[src/core/dhp_regs.vh]
`ifndef DHP_REGS_VH
`define DHP_REGS_VH

// Strap level that selects each bus style.
`define DHP_STYLE_MUXED 1'b1
`define DHP_STYLE_SEPARATE 1'b0

// Address of the main interrupt status register, cleared by a read.
`define DHP_ADDR_MAIN_IRQ_STATUS 8'h05

// Reset values.
`define DHP_ADDR_RESET 8'h00
`define DHP_BYTE_RESET 8'h00

// Access state codes.
`define DHP_ST_IDLE 2'b00
`define DHP_ST_READ 2'b01
`define DHP_ST_WRITE 2'b10

`endif

[src/core/dhp_strobe_edge.v]
`timescale 1ns/1ps
`default_nettype none

// ----------------------------------------
// Strobe edge detector
// ----------------------------------------
// Registers a strobe level and reports its rising and falling edges.
module dhp_strobe_edge (
  // Clock and reset
  input wire i_clk,
  input wire i_rst,
  // Strobe level, active high inside this module
  input wire i_level,
  // Edge pulses
  output wire o_rise,
  output wire o_fall
);

  reg level_q;

  // Keep the previous level so that edges last one cycle.
  always @(posedge i_clk) begin
    if (i_rst) begin
      level_q <= 1'b0;
    end else begin
      level_q <= i_level;
    end
  end

  assign o_rise = i_level & ~level_q;
  assign o_fall = ~i_level & level_q;

endmodule // dhp_strobe_edge

`default_nettype wire

[src/core/dhp_host_port.v]
`timescale 1ns/1ps
`default_nettype none
`include "dhp_regs.vh"

module dhp_host_port #(
  parameter ADDR_W = 8,
  parameter DATA_W = 8
) (
  // Clock and reset
  input wire i_clk,
  input wire i_rst,
  // Bus style strap, high for multiplexed style
  input wire i_style_muxed,
  // Common host controls
  input wire i_chip_select_n,
  input wire i_device_reset_n,
  // Multiplexed style pins
  input wire [DATA_W-1:0] i_shared_addr_data_bus,
  output reg [DATA_W-1:0] o_shared_addr_data_bus,
  output wire o_shared_addr_data_bus_oe,
  input wire i_addr_latch,
  input wire i_read_n,
  input wire i_write_n,
  // Separate style pins
  input wire [ADDR_W-1:0] i_separate_addr_bus,
  input wire [DATA_W-1:0] i_separate_data_bus,
  output reg [DATA_W-1:0] o_separate_data_bus,
  output wire o_separate_data_bus_oe,
  input wire i_data_strobe_n,
  input wire i_read_not_write,
  // Interrupt pin, open drain
  output wire o_irq_n,
  output wire o_irq_n_oe,
  // Register side towards the controller core
  output reg [ADDR_W-1:0] o_reg_addr,
  output reg [DATA_W-1:0] o_reg_wdata,
  output reg o_reg_write,
  output reg o_reg_read,
  input wire [DATA_W-1:0] i_reg_rdata,
  // Interrupt causes from the core
  input wire [DATA_W-1:0] i_irq_set,
  input wire [DATA_W-1:0] i_irq_mask,
  output reg [DATA_W-1:0] o_main_irq_status
);

  // ----------------------------------------
  // Style selection and strobe qualification
  // ----------------------------------------
  // Style follows the strap level; the board ties it, so no retiming is needed.
  wire muxed = (i_style_muxed == `DHP_STYLE_MUXED);
  wire separate = (i_style_muxed == `DHP_STYLE_SEPARATE);
  // Either reset source clears the whole port; the device reset pin is taken as already synchronous.
  wire rst_all = i_rst | ~i_device_reset_n;
  wire selected = ~i_chip_select_n;

  // Read and write levels per style, only while chip select is low.
  // Gating by chip select here keeps a deselected port from seeing any strobe at all.
  wire rd_level = selected & ((muxed & ~i_read_n) | (separate & ~i_data_strobe_n & i_read_not_write));
  wire wr_level = selected & ((muxed & ~i_write_n) | (separate & ~i_data_strobe_n & ~i_read_not_write));
  wire ale_level = selected & muxed & i_addr_latch;

  wire rd_rise;
  wire wr_rise;
  wire wr_fall;
  wire rd_fall;

  // One edge detector each for the read and write strobes. A read starts on the rising edge and ends on the falling edge,
  // while a write needs only its falling edge, since it commits on release.
  dhp_strobe_edge u_rd_edge (
    .i_clk(i_clk),
    .i_rst(rst_all),
    .i_level(rd_level),
    .o_rise(rd_rise),
    .o_fall(rd_fall)
  );

  dhp_strobe_edge u_wr_edge (
    .i_clk(i_clk),
    .i_rst(rst_all),
    .i_level(wr_level),
    .o_rise(),
    .o_fall(wr_fall)
  );

  // ----------------------------------------
  // Access sequencer
  // ----------------------------------------
  // The access is aborted if chip select rises while a strobe is still low,
  // so the cut write is dropped, though a write strobe still low when select returns starts a new write that commits on release.
  // A read cut the same way leaves the status register alone, because the host
  // cannot be sure that it saw the value.
  reg [1:0] state;
  reg [ADDR_W-1:0] latched_addr;
  reg [DATA_W-1:0] read_byte;
  reg [DATA_W-1:0] write_byte;
  reg status_clear;

  // The address and data sources follow the style, so the sequencer itself is style-neutral.
  // The strap must not move outside reset, or an access could mix the two sources.
  wire [ADDR_W-1:0] access_addr = muxed ? latched_addr : i_separate_addr_bus;
  wire [DATA_W-1:0] bus_in = muxed ? i_shared_addr_data_bus : i_separate_data_bus;

  always @(posedge i_clk) begin
    if (rst_all) begin
      state <= `DHP_ST_IDLE;
      latched_addr <= `DHP_ADDR_RESET;
      read_byte <= `DHP_BYTE_RESET;
      write_byte <= `DHP_BYTE_RESET;
      o_reg_addr <= `DHP_ADDR_RESET;
      o_reg_wdata <= `DHP_BYTE_RESET;
      o_reg_write <= 1'b0;
      o_reg_read <= 1'b0;
      status_clear <= 1'b0;
    end else begin
      o_reg_write <= 1'b0;
      o_reg_read <= 1'b0;
      status_clear <= 1'b0;
      // Address phase: the shared lines hold the address while the latch strobe is high.
      if (ale_level) begin
        latched_addr <= i_shared_addr_data_bus;
      end
      case (state)
        `DHP_ST_IDLE: begin
          if (rd_rise) begin
            state <= `DHP_ST_READ;
            o_reg_addr <= access_addr;
            o_reg_read <= 1'b1;
          end else if (wr_level) begin
            state <= `DHP_ST_WRITE;
            o_reg_addr <= access_addr;
          end
        end
        `DHP_ST_READ: begin
          // Sample the core answer once it has had a cycle to settle.
          if (o_reg_read) begin
            read_byte <= (o_reg_addr == `DHP_ADDR_MAIN_IRQ_STATUS) ? o_main_irq_status : i_reg_rdata;
          end
          // A read completes only if chip select is still low on the release edge.
          if (rd_fall & selected) begin
            state <= `DHP_ST_IDLE;
            // Clear only after a completed read, so the host sees the value first.
            status_clear <= (o_reg_addr == `DHP_ADDR_MAIN_IRQ_STATUS);
          end else if (~selected) begin
            state <= `DHP_ST_IDLE;
          end
        end
        `DHP_ST_WRITE: begin
          if (wr_level) begin
            write_byte <= bus_in;
          end
          // The byte held on the last strobe cycle is the one that is committed.
          if (wr_fall & selected) begin
            state <= `DHP_ST_IDLE;
            o_reg_wdata <= write_byte;
            o_reg_write <= 1'b1;
          end else if (~selected) begin
            state <= `DHP_ST_IDLE;
          end
        end
        default: begin
          state <= `DHP_ST_IDLE;
        end
      endcase
    end
  end

  // ----------------------------------------
  // Read data drivers
  // ----------------------------------------
  // Data outputs come from flops; enables follow the live read strobe.
  // The registered byte settles two cycles after the read starts, so the host must hold its strobe.
  // The same byte feeds both buses; only the enable of the active style moves.
  always @(posedge i_clk) begin
    if (rst_all) begin
      o_shared_addr_data_bus <= `DHP_BYTE_RESET;
      o_separate_data_bus <= `DHP_BYTE_RESET;
    end else begin
      o_shared_addr_data_bus <= read_byte;
      o_separate_data_bus <= read_byte;
    end
  end

  wire drive_read = rd_level & (state == `DHP_ST_READ);
  assign o_shared_addr_data_bus_oe = drive_read & muxed;
  assign o_separate_data_bus_oe = drive_read & separate;

  // ----------------------------------------
  // Main interrupt status and pin
  // ----------------------------------------
  // Per bit: a new cause wins over the clear-on-read in the same cycle.
  // Masked causes still set their bit, so software can poll them without the pin.
  genvar b;
  generate
    for (b = 0; b < DATA_W; b = b + 1) begin : g_status
      always @(posedge i_clk) begin
        if (rst_all) begin
          o_main_irq_status[b] <= 1'b0;
        end else if (i_irq_set[b]) begin
          o_main_irq_status[b] <= 1'b1;
        end else if (status_clear) begin
          o_main_irq_status[b] <= 1'b0;
        end
      end
    end
  endgenerate

  // Open drain: the output value is always low, only the enable moves.
  // Limitation: the line returns high only through the board pull-up once released.
  assign o_irq_n = 1'b0;
  assign o_irq_n_oe = |(o_main_irq_status & ~i_irq_mask);

endmodule // dhp_host_port

`default_nettype wire

[config.mk]
export PLATFORM = sky130hd
export DESIGN_NAME = dhp_host_port
export DESIGN_NICKNAME = d
export VERILOG_FILES = /design/src/core/dhp_strobe_edge.v /design/src/core/dhp_host_port.v
export VERILOG_INCLUDE_DIRS = /design/src /design/src/core
export SDC_FILE = /design/constraint.sdc
export NUM_CORES = 1
export LEC_CHECK = 0
export ABC_AREA = 1
export BUFFER_PORTS_ARGS = -buffer_cell sky130_fd_sc_hd__buf_2
export CORE_MARGIN = 3
export CORE_UTILIZATION = 49
export CTS_CLUSTER_DIAMETER = 50
export DETAILED_ROUTE_END_ITERATION = 8
export PLACE_DENSITY = 0.89
export SETUP_SLACK_MARGIN = 0.3
export SKIP_CTS_REPAIR_TIMING = 1
export SLEW_MARGIN = 20
export SYNTH_ARGS = -nofsm -noshare
export SYNTH_HDL_FRONTEND = slang
export SYNTH_SLANG_ARGS = --single-unit
[constraint.sdc]
create_clock -name i_clk -period 1.4 [get_ports i_clk]
set_input_delay 0.14 -clock i_clk [delete_from_list [all_inputs] [get_ports i_clk]]
set_output_delay 0.14 -clock i_clk [all_outputs]
set_load 0.005 [all_outputs]
==> results by group, run 1 <==
Yosys
  – Cells after synthesis: 392
  – Top post-synthesis cells by area: dfxtp_1 (44%), nand2_1 (10%), nor2_1 (9.1%), inv_1 (6.5%), a21oi_1 (5.6%)
  – Synth unique cells: 28
  – Post-synth design cell area: 0.00285 mm²
  – Post-Syn Nets: 450
  – Number of synthesized register bits: 63
  – Yosys top cell area share: 0.442
  – Yosys warnings: 0
  – Seq/Total Area, Yosys: 0.442
  – Syn Area/Cell: 7.27 µm²
  – Post-synth top area cell: dfxtp_1

Power
  – Sw Share: 0.236
  – Clock Power Share: 0.433
  – PwrDens: 1090 mW/mm²
  – Pleak: 0.00175 µW
  – Net Sw Power: 964 µW
  – Peak VDD IR: 0.000606 V
  – Combinational power share: 0.113
  – Flop pwr share: 0.454
  – Pwr Total: 4090 µW
  – Int Pwr: 3130 µW

Placement
  – Final Wtd Congestion: 0.846
  – DP Wirelength: 5.11 mm
  – IO buf count: 102

Die
  – Core Area: 0.00557 mm²
  – IO Pins: 104
  – DIE AREA: 0.00677 mm²
  – # rows: 27
  – Die height: 82.3 µm
  – Width of the die: 82.3 µm
  – Initial Utilization: 0.512

Worst setup path
  – Critical path buffers and inverters: 2
  – CP startpoint kind: flop
  – Worst EP arrival: 1170 ps
  – Critical path cell sequence: inv_4 > nor2_4 > nand2_2 > nor2_1 > buf_2
  – Crit Path Class: flop to output port
  – Worst EP required: 1260 ps
  – CP max FO: 3
  – Setup crit end kind: output port
  – Slowest cell on crit path: dfxtp_4
  – CP peak stage delay: 370 ps
  – Crit-path leading delay family: flip-flops
  – Flop-to-flop setup slack: 90 ps

Detailed routing
  – DRC Markers: 0
  – Via count: 2,803
  – DRT Pass-1 Iters: 4
  – Wire length per cell: 12.4 µm
  – Final wirelength: 7.14 mm
  – Via density: 4.87
  – 1st-iter DRT viols: 173
  – Antenna Violating Nets Remaining: 0

Cells and area
  – Ant diodes: 0
  – Layout area overhead: 32.2%
  – Most common cell after layout, fill and taps aside: buf_2
  – Most frequent cells in the layout: buf_2 (104), nand2_1 (70), nor2_1 (67)
  – Final core utilization: 0.676
  – Layout cell share with drive strength beyond 1: 0.384
  – Fillers: 440
  – Nets: 556

Global route
  – Vias in the first global route: 2,471
  – Total track usage: 0.207
  – Met3 usage: 0.0629
  – Grt met1 use: 0.250
  – Antenna violations before repair: 0
  – Pin count of the biggest net entering global routing: 25
  – Layer with the highest usage: met2
  – First-pass GRT wire length: 10.8 mm
  – Grt total ovfl: 0
  – Routing usage on met2: 0.342

STA
  – Max Clock Skew: 9.27 ps
  – Final Hold Fails: 0
  – Fin. max-slew vios: 0
  – Highest Clock Rate: 761 MHz
  – RSZ-0062 raised after global routing: yes
  – # setup viols final: 0
  – Final period util: 0.939
  – Minimum clock period: 1310 ps

CTS
  – Max clock buf depth: 2
  – Worst-Skew Late Latency: 330 ps
  – Clock sinks: 63
  – CTS Buf Count: 9
  – Clock-pin slew on the worst setup and hold paths: 70 ps
  – CTS Root Buffer Type: clkbuf_8
  – CTS tree: yes
  – CTS H-Tree Depth: 3

Run
  – Max-cap check violation count: 0

Worst hold path
  – Min-delay worst type: input port to flop

Outcome
  – Outcome: finished, final reports clean
==> cells in the mapped netlist <==
cell type	n
dfxtp_1	63
a21oi_1	32
inv_1	49
nor4_2	1
nor2_2	1
inv_2	2
o21ai_0	19
o22ai_1	4
nor2_4	2
nor2_8	1
bufinv_8	1
clkbuf_1	4
nor3_1	1
buf_1	1
nand2_2	4
nand3_2	3
conb_1	1
buf_4	10
nand3_4	1
buf_2	4
nand2_1	78
mux2i_1	8
buf_6	4
o21ai_1	5
nor2_1	69
nor3_2	2
nand3_1	20
nand3b_2	2
==> tightest hold or removal path, cell delays in order <==
cell     delay (ps)
buf_2            80
a21oi_1          30
nor2_1           70
==> layer usage <==
| metal | vias up | share of wire |
|---|---|---|
| met5 | - | 0 |
| met4 | 0 | 0.014 |
| met3 | 9 | 0.085 |
| met2 | 115 | 0.50 |
| met1 | 1254 | 0.40 |
| li1 | 1425 | - |
==> flip-flops by register name, indices dropped and copies added (netlist names), 2 cells and up <==
register,cells
o_reg_addr,8
read_byte,8
state,2
latched_addr,8
o_main_irq_status,8
o_separate_data_bus,8
write_byte,8
o_reg_wdata,8
==> path summary, 6_finish.rpt <==
check / startpoint / to / cells after the start
max: state[0] / o_shared_addr_data_bus_oe / 5
min: i_irq_set[0] / o_main_irq_status[0] / 3
min reg2reg: read_byte[0] / o_separate_data_bus[0] / 2
max reg2reg: state[0] / o_reg_addr[4] / 4
==> power groups by stage <==
stage	registers, µW	clock network [µW]	logic [µW]
2_1_floorplan	1890	0	268
3_3_place_gp	1890	0	413
3_5_place_dp	1890	0	422
4_1_cts	1850	1810	424
5_1_grt	1860	1880	512
6_report	1860	1770	462
==> cells by family (layout without fill, tap and decap cells) <==
group,Yosys count,after routing,share of synthesized area
compound gates,60,60,0.107
buf+inv,75,185,0.129
flops,63,63,0.442
mux,8,8,0.0281
other cells,1,1,0.00132
simple gates,185,186,0.292
==> per-stage QoR <==
stage | instance area [µm²] | setup slack (ps) | hold WS [ps] | setup TNS, ps | std cells
floorplan | 2880 | 285 | 257 | 0 | 392
global placement | 3360 | 132 | 348 | 0 | 549
detailed placement | 3360 | 88.2 | 351 | 0 | 549
CTS | 3580 | -43.7 | -5.33 | -77.8 | 565
global route | 3770 | 2.45 | -1.34 | 0 | 575
finish | 3770 | 85.3 | 13.9 | 0 | 575
==> final cells by class <==
class | instances | area, µm² | area share
Clock inverter | 3 | 65.1 | 0.0173
Multi-Input combinational cell | 255 | 1320 | 0.350
Tap cell | 72 | 90.1 | 0.0239
Clock buffer | 13 | 159 | 0.0422
Timing Repair Buffer | 117 | 642 | 0.170
Sequential cell | 63 | 1280 | 0.340
Inverter | 52 | 211 | 0.0561
Note: power is estimated with default switching activity, not from simulation.
==> run 2, diff against run 1 <==
--- a/config.mk
+++ b/config.mk
@@ -12,10 +12,11 @@
 export CORE_UTILIZATION = 49
 export CTS_CLUSTER_DIAMETER = 50
 export DETAILED_ROUTE_END_ITERATION = 8
-export PLACE_DENSITY = 0.89
+export PLACE_DENSITY = 0.9
 export SETUP_SLACK_MARGIN = 0.3
 export SKIP_CTS_REPAIR_TIMING = 1
 export SLEW_MARGIN = 20
 export SYNTH_ARGS = -nofsm -noshare
 export SYNTH_HDL_FRONTEND = slang
+export SYNTH_HIERARCHICAL = 1
 export SYNTH_SLANG_ARGS = --single-unit
==> run 2 against run 1 <==
Net effect: die area decreased by 2.1%; critical path depth unchanged; register-to-register slack gained 60 ps; cell count is 0.52% higher; sequential share of layout area is 2.0 points lower; fmax grew 3.4%; global-route usage is 0.51 points lower; highest routed layer unchanged.
==> results by group, run 2 <==
CTS
  – Worst-Skew Late Latency: 330 ps (about the same)
  – Max clock buf depth: 2 (unchanged)
  – CTS Root Buffer Type: clkbuf_8 (unchanged)
  – CTS tree: yes (unchanged)
  – CTS H-Tree Depth: 3 (unchanged)
  – Clock-pin slew on the worst setup and hold paths: 70 ps (about the same)
  – CTS Buf Count: 9 (unchanged)
  – Clock sinks: 63 (unchanged)

Global route
  – Grt total ovfl: 0 (unchanged)
  – Vias in the first global route: 2,368 (was 2,471)
  – Pin count of the biggest net entering global routing: 33 (was 25)
  – Antenna violations before repair: 0 (unchanged)
  – Total track usage: 0.202 (was 0.207)
  – First-pass GRT wire length: 10.2 mm (was 10.8 mm)

Yosys
  – Syn Area/Cell: 7.26 µm² (was 7.27 µm²)
  – Cells after synthesis: 384 (was 392)
  – Yosys warnings: 6 (was 0)
  – Post-synth design cell area: 0.00279 mm² (was 0.00285 mm²)
  – Post-Syn Nets: 442 (was 450)

Detailed routing
  – Via density: 5.12 (was 4.87)
  – 1st-iter DRT viols: 195 (was 173)
  – Wire length per cell: 13.7 µm (was 12.4 µm)
  – Via count: 2,958 (was 2,803)
  – Antenna Violating Nets Remaining: 0 (unchanged)
  – DRT Pass-1 Iters: 4 (unchanged)
  – Final wirelength: 7.89 mm (was 7.14 mm)
  – DRC Markers: 0 (unchanged)

Cells and area
  – Ant diodes: 0 (unchanged)
  – Layout area overhead: 43.4% (was 32.2%)
  – Most frequent cells in the layout: buf_2 (102), nand2_1 (66), nor2_1 (54) (was buf_2 (104), nand2_1 (70), nor2_1 (67))
  – Fillers: 372 (was 440)
  – Layout cell share with drive strength beyond 1: 0.437 (was 0.384)
  – Most common cell after layout, fill and taps aside: buf_2 (unchanged)
  – Nets: 561 (was 556)

Worst hold path
  – Hold Crit Depth: 3 (unchanged)
  – Min-delay worst type: input port to flop (unchanged)

Worst setup path
  – CP startpoint kind: flop (unchanged)
  – Worst EP arrival: 1130 ps (was 1170 ps)
  – CP max FO: 3 (unchanged)
  – Cells on worst reg2reg path: 7 (was 4)
  – Setup crit end kind: output port (unchanged)
  – Crit Path Class: flop to output port (unchanged)
  – Worst EP required: 1260 ps (about the same)

Die
  – DIE AREA: 0.00663 mm² (was 0.00677 mm²)
  – Core Area: 0.00530 mm² (was 0.00557 mm²)
  – # rows: 26 (was 27)
  – IO Pins: 104 (unchanged)
  – Die height: 81.4 µm (was 82.3 µm)
  – Width of the die: 81.4 µm (was 82.3 µm)
  – Initial Utilization: 0.526 (was 0.512)

Power
  – Flop pwr share: 0.435 (was 0.454)
  – Clock Power Share: 0.440 (was 0.433)
  – Combinational power share: 0.125 (was 0.113)
  – PwrDens: 1070 mW/mm² (was 1090 mW/mm²)
  – Peak VDD IR: 0.000931 V (was 0.000606 V)
  – Sw Share: 0.236 (about the same)
  – Int Pwr: 3260 µW (was 3130 µW)
  – Pleak: 0.00185 µW (was 0.00175 µW)
  – Pwr Total: 4260 µW (was 4090 µW)
  – Net Sw Power: 1010 µW (was 964 µW)

STA
  – Highest Clock Rate: 786 MHz (was 761 MHz)
  – # setup viols final: 0 (unchanged)
  – Final period util: 0.909 (was 0.939)
  – Final Hold Fails: 0 (unchanged)
  – Fin. max-slew vios: 0 (unchanged)
  – Final setup TNS: 0 ps (unchanged)
  – Slew Limit Headroom: 0.642
  – Max Clock Skew: 5.01 ps (was 9.27 ps)
  – Minimum clock period: 1270 ps (was 1310 ps)
  – RSZ-0062 raised after global routing: yes (unchanged)
  – Worst-margin pin slew: 537 ps

Run
  – Max-cap check violation count: 0 (unchanged)

Placement
  – DP Wirelength: 5.12 mm (was 5.11 mm)
  – IO buf count: 102 (unchanged)
  – Final Wtd Congestion: 0.826 (was 0.846)

Outcome
  – Outcome: finished, final reports clean (unchanged)
==> run 2: critical path, stage by stage (launching register included) <==
cell	delay, ps
dfxtp_4	380
inv_4	40
nor2_4	110
nand2_2	70
nor2_1	90
buf_2	120
==> run 2: cell type report <==
cell class / instances / area [µm²] / area share
Clock buffer: 14 / 183 / 0.0457
Tap cell: 70 / 87.6 / 0.0219
Timing Repair Buffer: 128 / 739 / 0.185
Inverter: 46 / 190 / 0.0476
Clock inverter: 2 / 60.1 / 0.0150
Multi-Input combinational cell: 255 / 1460 / 0.364
Sequential cell: 63 / 1280 / 0.321
==> run 2: final timing paths <==
| path | startpoint | slack, ps | end |
|---|---|---|---|
| max reg2reg | o_reg_addr[0] | 150 | read_byte[3] |
| min | i_irq_set[2] | 10 | o_main_irq_status[2] |
| max | state[0] | 130 | o_shared_addr_data_bus_oe |
| min reg2reg | read_byte[3] | 430 | o_separate_data_bus[3] |
==> run 2: through the flow <==
stage               hold WS (ps)  worst slack [ps]  utilization  std cells  area, µm²
floorplan                    257               189            -        384       2840
global placement             345              14.0        0.636        545       3370
detailed placement           349             -55.0        0.636        545       3370
CTS                        -1.06             -90.3        0.682        561       3620
global route                8.50              59.5        0.754        578       4000
finish                      10.8               128        0.754        578       4000
==> run 2: power groups by stage <==
stage	registers (µW)	logic, µW	clock network (µW)
floorplan	1890	272	0
global placement	1890	425	0
detailed placement	1890	438	0
CTS	1850	441	1890
global route	1860	585	1990
finish	1860	533	1870
==> run 2: routing by layer <==
metal / GRT usage / vias to the layer above / part of all wire
li1: - / 1463 / -
met1: 0.242 / 1372 / 0.39
met2: 0.344 / 109 / 0.53
met3: 0.0450 / 14 / 0.057
met4: 0.0946 / 0 / 0.019
met5: 0 / - / 0
==> run 3, diff against run 2 <==
--- a/config.mk
+++ b/config.mk
@@ -13,7 +13,6 @@
 export CTS_CLUSTER_DIAMETER = 50
 export DETAILED_ROUTE_END_ITERATION = 8
 export PLACE_DENSITY = 0.9
-export SETUP_SLACK_MARGIN = 0.3
 export SKIP_CTS_REPAIR_TIMING = 1
 export SLEW_MARGIN = 20
 export SYNTH_ARGS = -nofsm -noshare
==> run 3 against run 2 <==
Net effect: critical path type is now flop to flop; largest power group is now sequential cells; clock-buffer cell count down 5; utilization down 8.1 points; first-iteration DRC count down 54%; routed wire length down 12%; flip-flop and latch count unchanged; fmax down 3.7%; register-to-register slack worse by 70 ps; setup slack worse by 49 ps; power down 8.5%; worst hold slack better by 5.9 ps; design area down 11%.
==> results by group, run 3 (synthesis results as in run 2) <==
Worst setup path
  – Critical path cell sequence: inv_1 > nor2_4 > buf_4 > nand2_1 > nor2_1 > o21ai_0 > nor2_1 (was inv_4 > nor2_4 > nand2_2 > nor2_1 > buf_2)
  – FF-to-FF Start: state[1] (was o_reg_addr[0])
  – Critical path buffers and inverters: 2 (unchanged)
  – Crit-path leading delay family: flip-flops (unchanged)
  – Worst EP arrival: 1590 ps (was 1130 ps)
  – Crit Path Class: flop to flop (was flop to output port)
  – Setup crit end kind: flop (was output port)
  – Flop-to-flop setup slack: 80 ps (was 150 ps)
  – Slowest cell on crit path: dfxtp_1 (was dfxtp_4)
  – Cells on worst reg2reg path: 7 (unchanged)
  – CP startpoint kind: flop (unchanged)
  – CP peak stage delay: 430 ps (was 380 ps)
  – CP most frequent cell: nor2_1
  – Reg2Reg Capture Point: state[1] (was read_byte[3])
  – CP max FO: 17 (was 3)
  – Worst EP required: 1670 ps (was 1260 ps)

Worst hold path
  – Hold Crit Depth: 3 (unchanged)
  – Hold path endpoint: o_main_irq_status[2] (unchanged)
  – Min-delay worst type: input port to flop (unchanged)
  – Hold path startpoint: i_irq_set[2] (unchanged)

Cells and area
  – Most common cell after layout, fill and taps aside: buf_2 (unchanged)
  – Final core utilization: 0.672 (was 0.754)
  – Ant diodes: 0 (unchanged)
  – Nets: 547 (was 561)
  – Fillers: 450 (was 372)
  – Area occupied by multi-input gates: 0.00121 mm² (was 0.00146 mm²)
  – Most frequent cells in the layout: buf_2 (102), nand2_1 (68), nor2_1 (67) (was buf_2 (102), nand2_1 (66), nor2_1 (54))
  – Layout Cells excl Fill: 564 (was 578)
  – Layout area overhead: 27.9% (was 43.4%)
  – Sequential Area: 0.00126 mm² (was 0.00128 mm²)
  – Layout cell share with drive strength beyond 1: 0.308 (was 0.437)
  – Non-Filler Cell Area, Final: 0.00356 mm² (was 0.00400 mm²)

Power
  – PwrDens: 1090 mW/mm² (was 1070 mW/mm²)
  – Pleak: 0.00169 µW (was 0.00185 µW)
  – Pwr Total: 3900 µW (was 4260 µW)
  – Peak VDD IR: 0.000674 V (was 0.000931 V)

CTS
  – CTS Buf Count: 9 (unchanged)
  – CTS H-Tree Depth: 3 (unchanged)
  – Max clock buf depth: 2 (unchanged)
  – CTS tree: yes (unchanged)
  – Clock-pin slew on the worst setup and hold paths: 70 ps (about the same)
  – Clock sinks: 63 (unchanged)
  – CTS Root Buffer Type: clkbuf_8 (unchanged)
  – Worst-Skew Late Latency: 340 ps (was 330 ps)

Die
  – # rows: 26 (unchanged)
  – Core Area: 0.00530 mm² (unchanged)
  – Initial Utilization: 0.526 (unchanged)
  – DIE AREA: 0.00663 mm² (unchanged)
  – Die height: 81.4 µm (unchanged)
  – IO Pins: 104 (unchanged)
  – Width of the die: 81.4 µm (unchanged)

Global route
  – Pin count of the biggest net entering global routing: 33 (unchanged)
  – Vias in the first global route: 2,547 (was 2,368)
  – Total track usage: 0.213 (was 0.202)
  – First-pass GRT wire length: 10.9 mm (was 10.2 mm)
  – Grt total ovfl: 0 (unchanged)
  – Antenna violations before repair: 0 (unchanged)

Detailed routing
  – Via density: 4.99 (was 5.12)
  – Via count: 2,814 (was 2,958)
  – Antenna Violating Nets Remaining: 0 (unchanged)
  – Wire length per cell: 12.2 µm (was 13.7 µm)
  – DRT Pass-1 Iters: 5 (was 4)
  – 1st-iter DRT viols: 90 (was 195)
  – Final wirelength: 6.91 mm (was 7.89 mm)
  – DRC Markers: 0 (unchanged)

Placement
  – DP Wirelength: 5.08 mm (was 5.12 mm)
  – IO buf count: 102 (unchanged)
  – Placed Cells: 547 (was 545)
  – Dpl cell area: 0.00334 mm² (was 0.00337 mm²)
  – Final Wtd Congestion: 0.894 (was 0.826)

STA
  – Minimum clock period: 1320 ps (was 1270 ps)
  – Highest Clock Rate: 757 MHz (was 786 MHz)
  – Final Hold Fails: 0 (unchanged)
  – Max Clock Skew: 6.65 ps (was 5.01 ps)
  – Fin. max-slew vios: 0 (unchanged)
  – RSZ-0062 raised after global routing: no (was yes)
  – # setup viols final: 0 (unchanged)
  – Final period util: 0.944 (was 0.909)

Outcome
  – Outcome: finished, final reports clean (unchanged)

Run
  – Max-cap check violation count: 0 (unchanged)
run 3: changes by cell type in the layout (fill, tap and decap cells not counted), sizes merged, moves of 2 or more:
cell,change
clkinvlp,+3
clkbuf,-5
buf,-12
nand3,-2
inv,+2
run 3: how the worst max path moves through the flow:
stage	startpoint	end	slack (ps)	cells past startpoint
floorplan	i_style_muxed	o_reg_addr[2]	110	11
global placement	i_style_muxed	o_reg_addr[2]	30	11
detailed placement	i_style_muxed	o_reg_addr[4]	-40	11
CTS	state[0]	o_shared_addr_data_bus_oe	-100	5
global route	state[0]	o_shared_addr_data_bus_oe	10	5
finish	state[1]	state[1]	80	7
run 3: cell type report:
cell class / count / share of cell area
Sequential cell: 63 / 0.355
Clock buffer: 9 / 0.0347
Clock inverter: 7 / 0.0221
Inverter: 46 / 0.0488
Timing Repair Buffer: 117 / 0.176
Multi-Input combinational cell: 252 / 0.339
Tap cell: 70 / 0.0246
run 3: layer usage:
metal / share of wire / wire, µm / GRT usage / up-vias
met4: 0.024 / 165 / 0.101 / 0
met1: 0.41 / 2830 / 0.239 / 1244
met5: 0 / 0 / 0 / -
met2: 0.47 / 3260 / 0.370 / 134
li1: - / - / - / 1418
met3: 0.095 / 656 / 0.0603 / 18
run 3: worst register-to-register path, stage by stage (launching register included):
cell	delay, ps
dfxtp_1	430
inv_1	100
nor2_4	120
buf_4	220
nand2_1	120
nor2_1	90
o21ai_0	80
nor2_1	100
run 3: stage by stage:
stage | hold WS [ps] | setup TNS (ps) | setup slack [ps]
detailed placement | 356 | -201 | -41.3
CTS | -5.03 | -180 | -97.2
global route | 10.7 | 0 | 11.9
finish | 16.7 | 0 | 78.5
global placement | 345 | 0 | 29.1
floorplan | 257 | 0 | 112
run 3: power breakdown:
group          internal, µW  leakage (µW)  switching (µW)
Sequential             1820      0.000511            25.9
Clock                   839     0.0000929             766
Combinational           192       0.00109             254
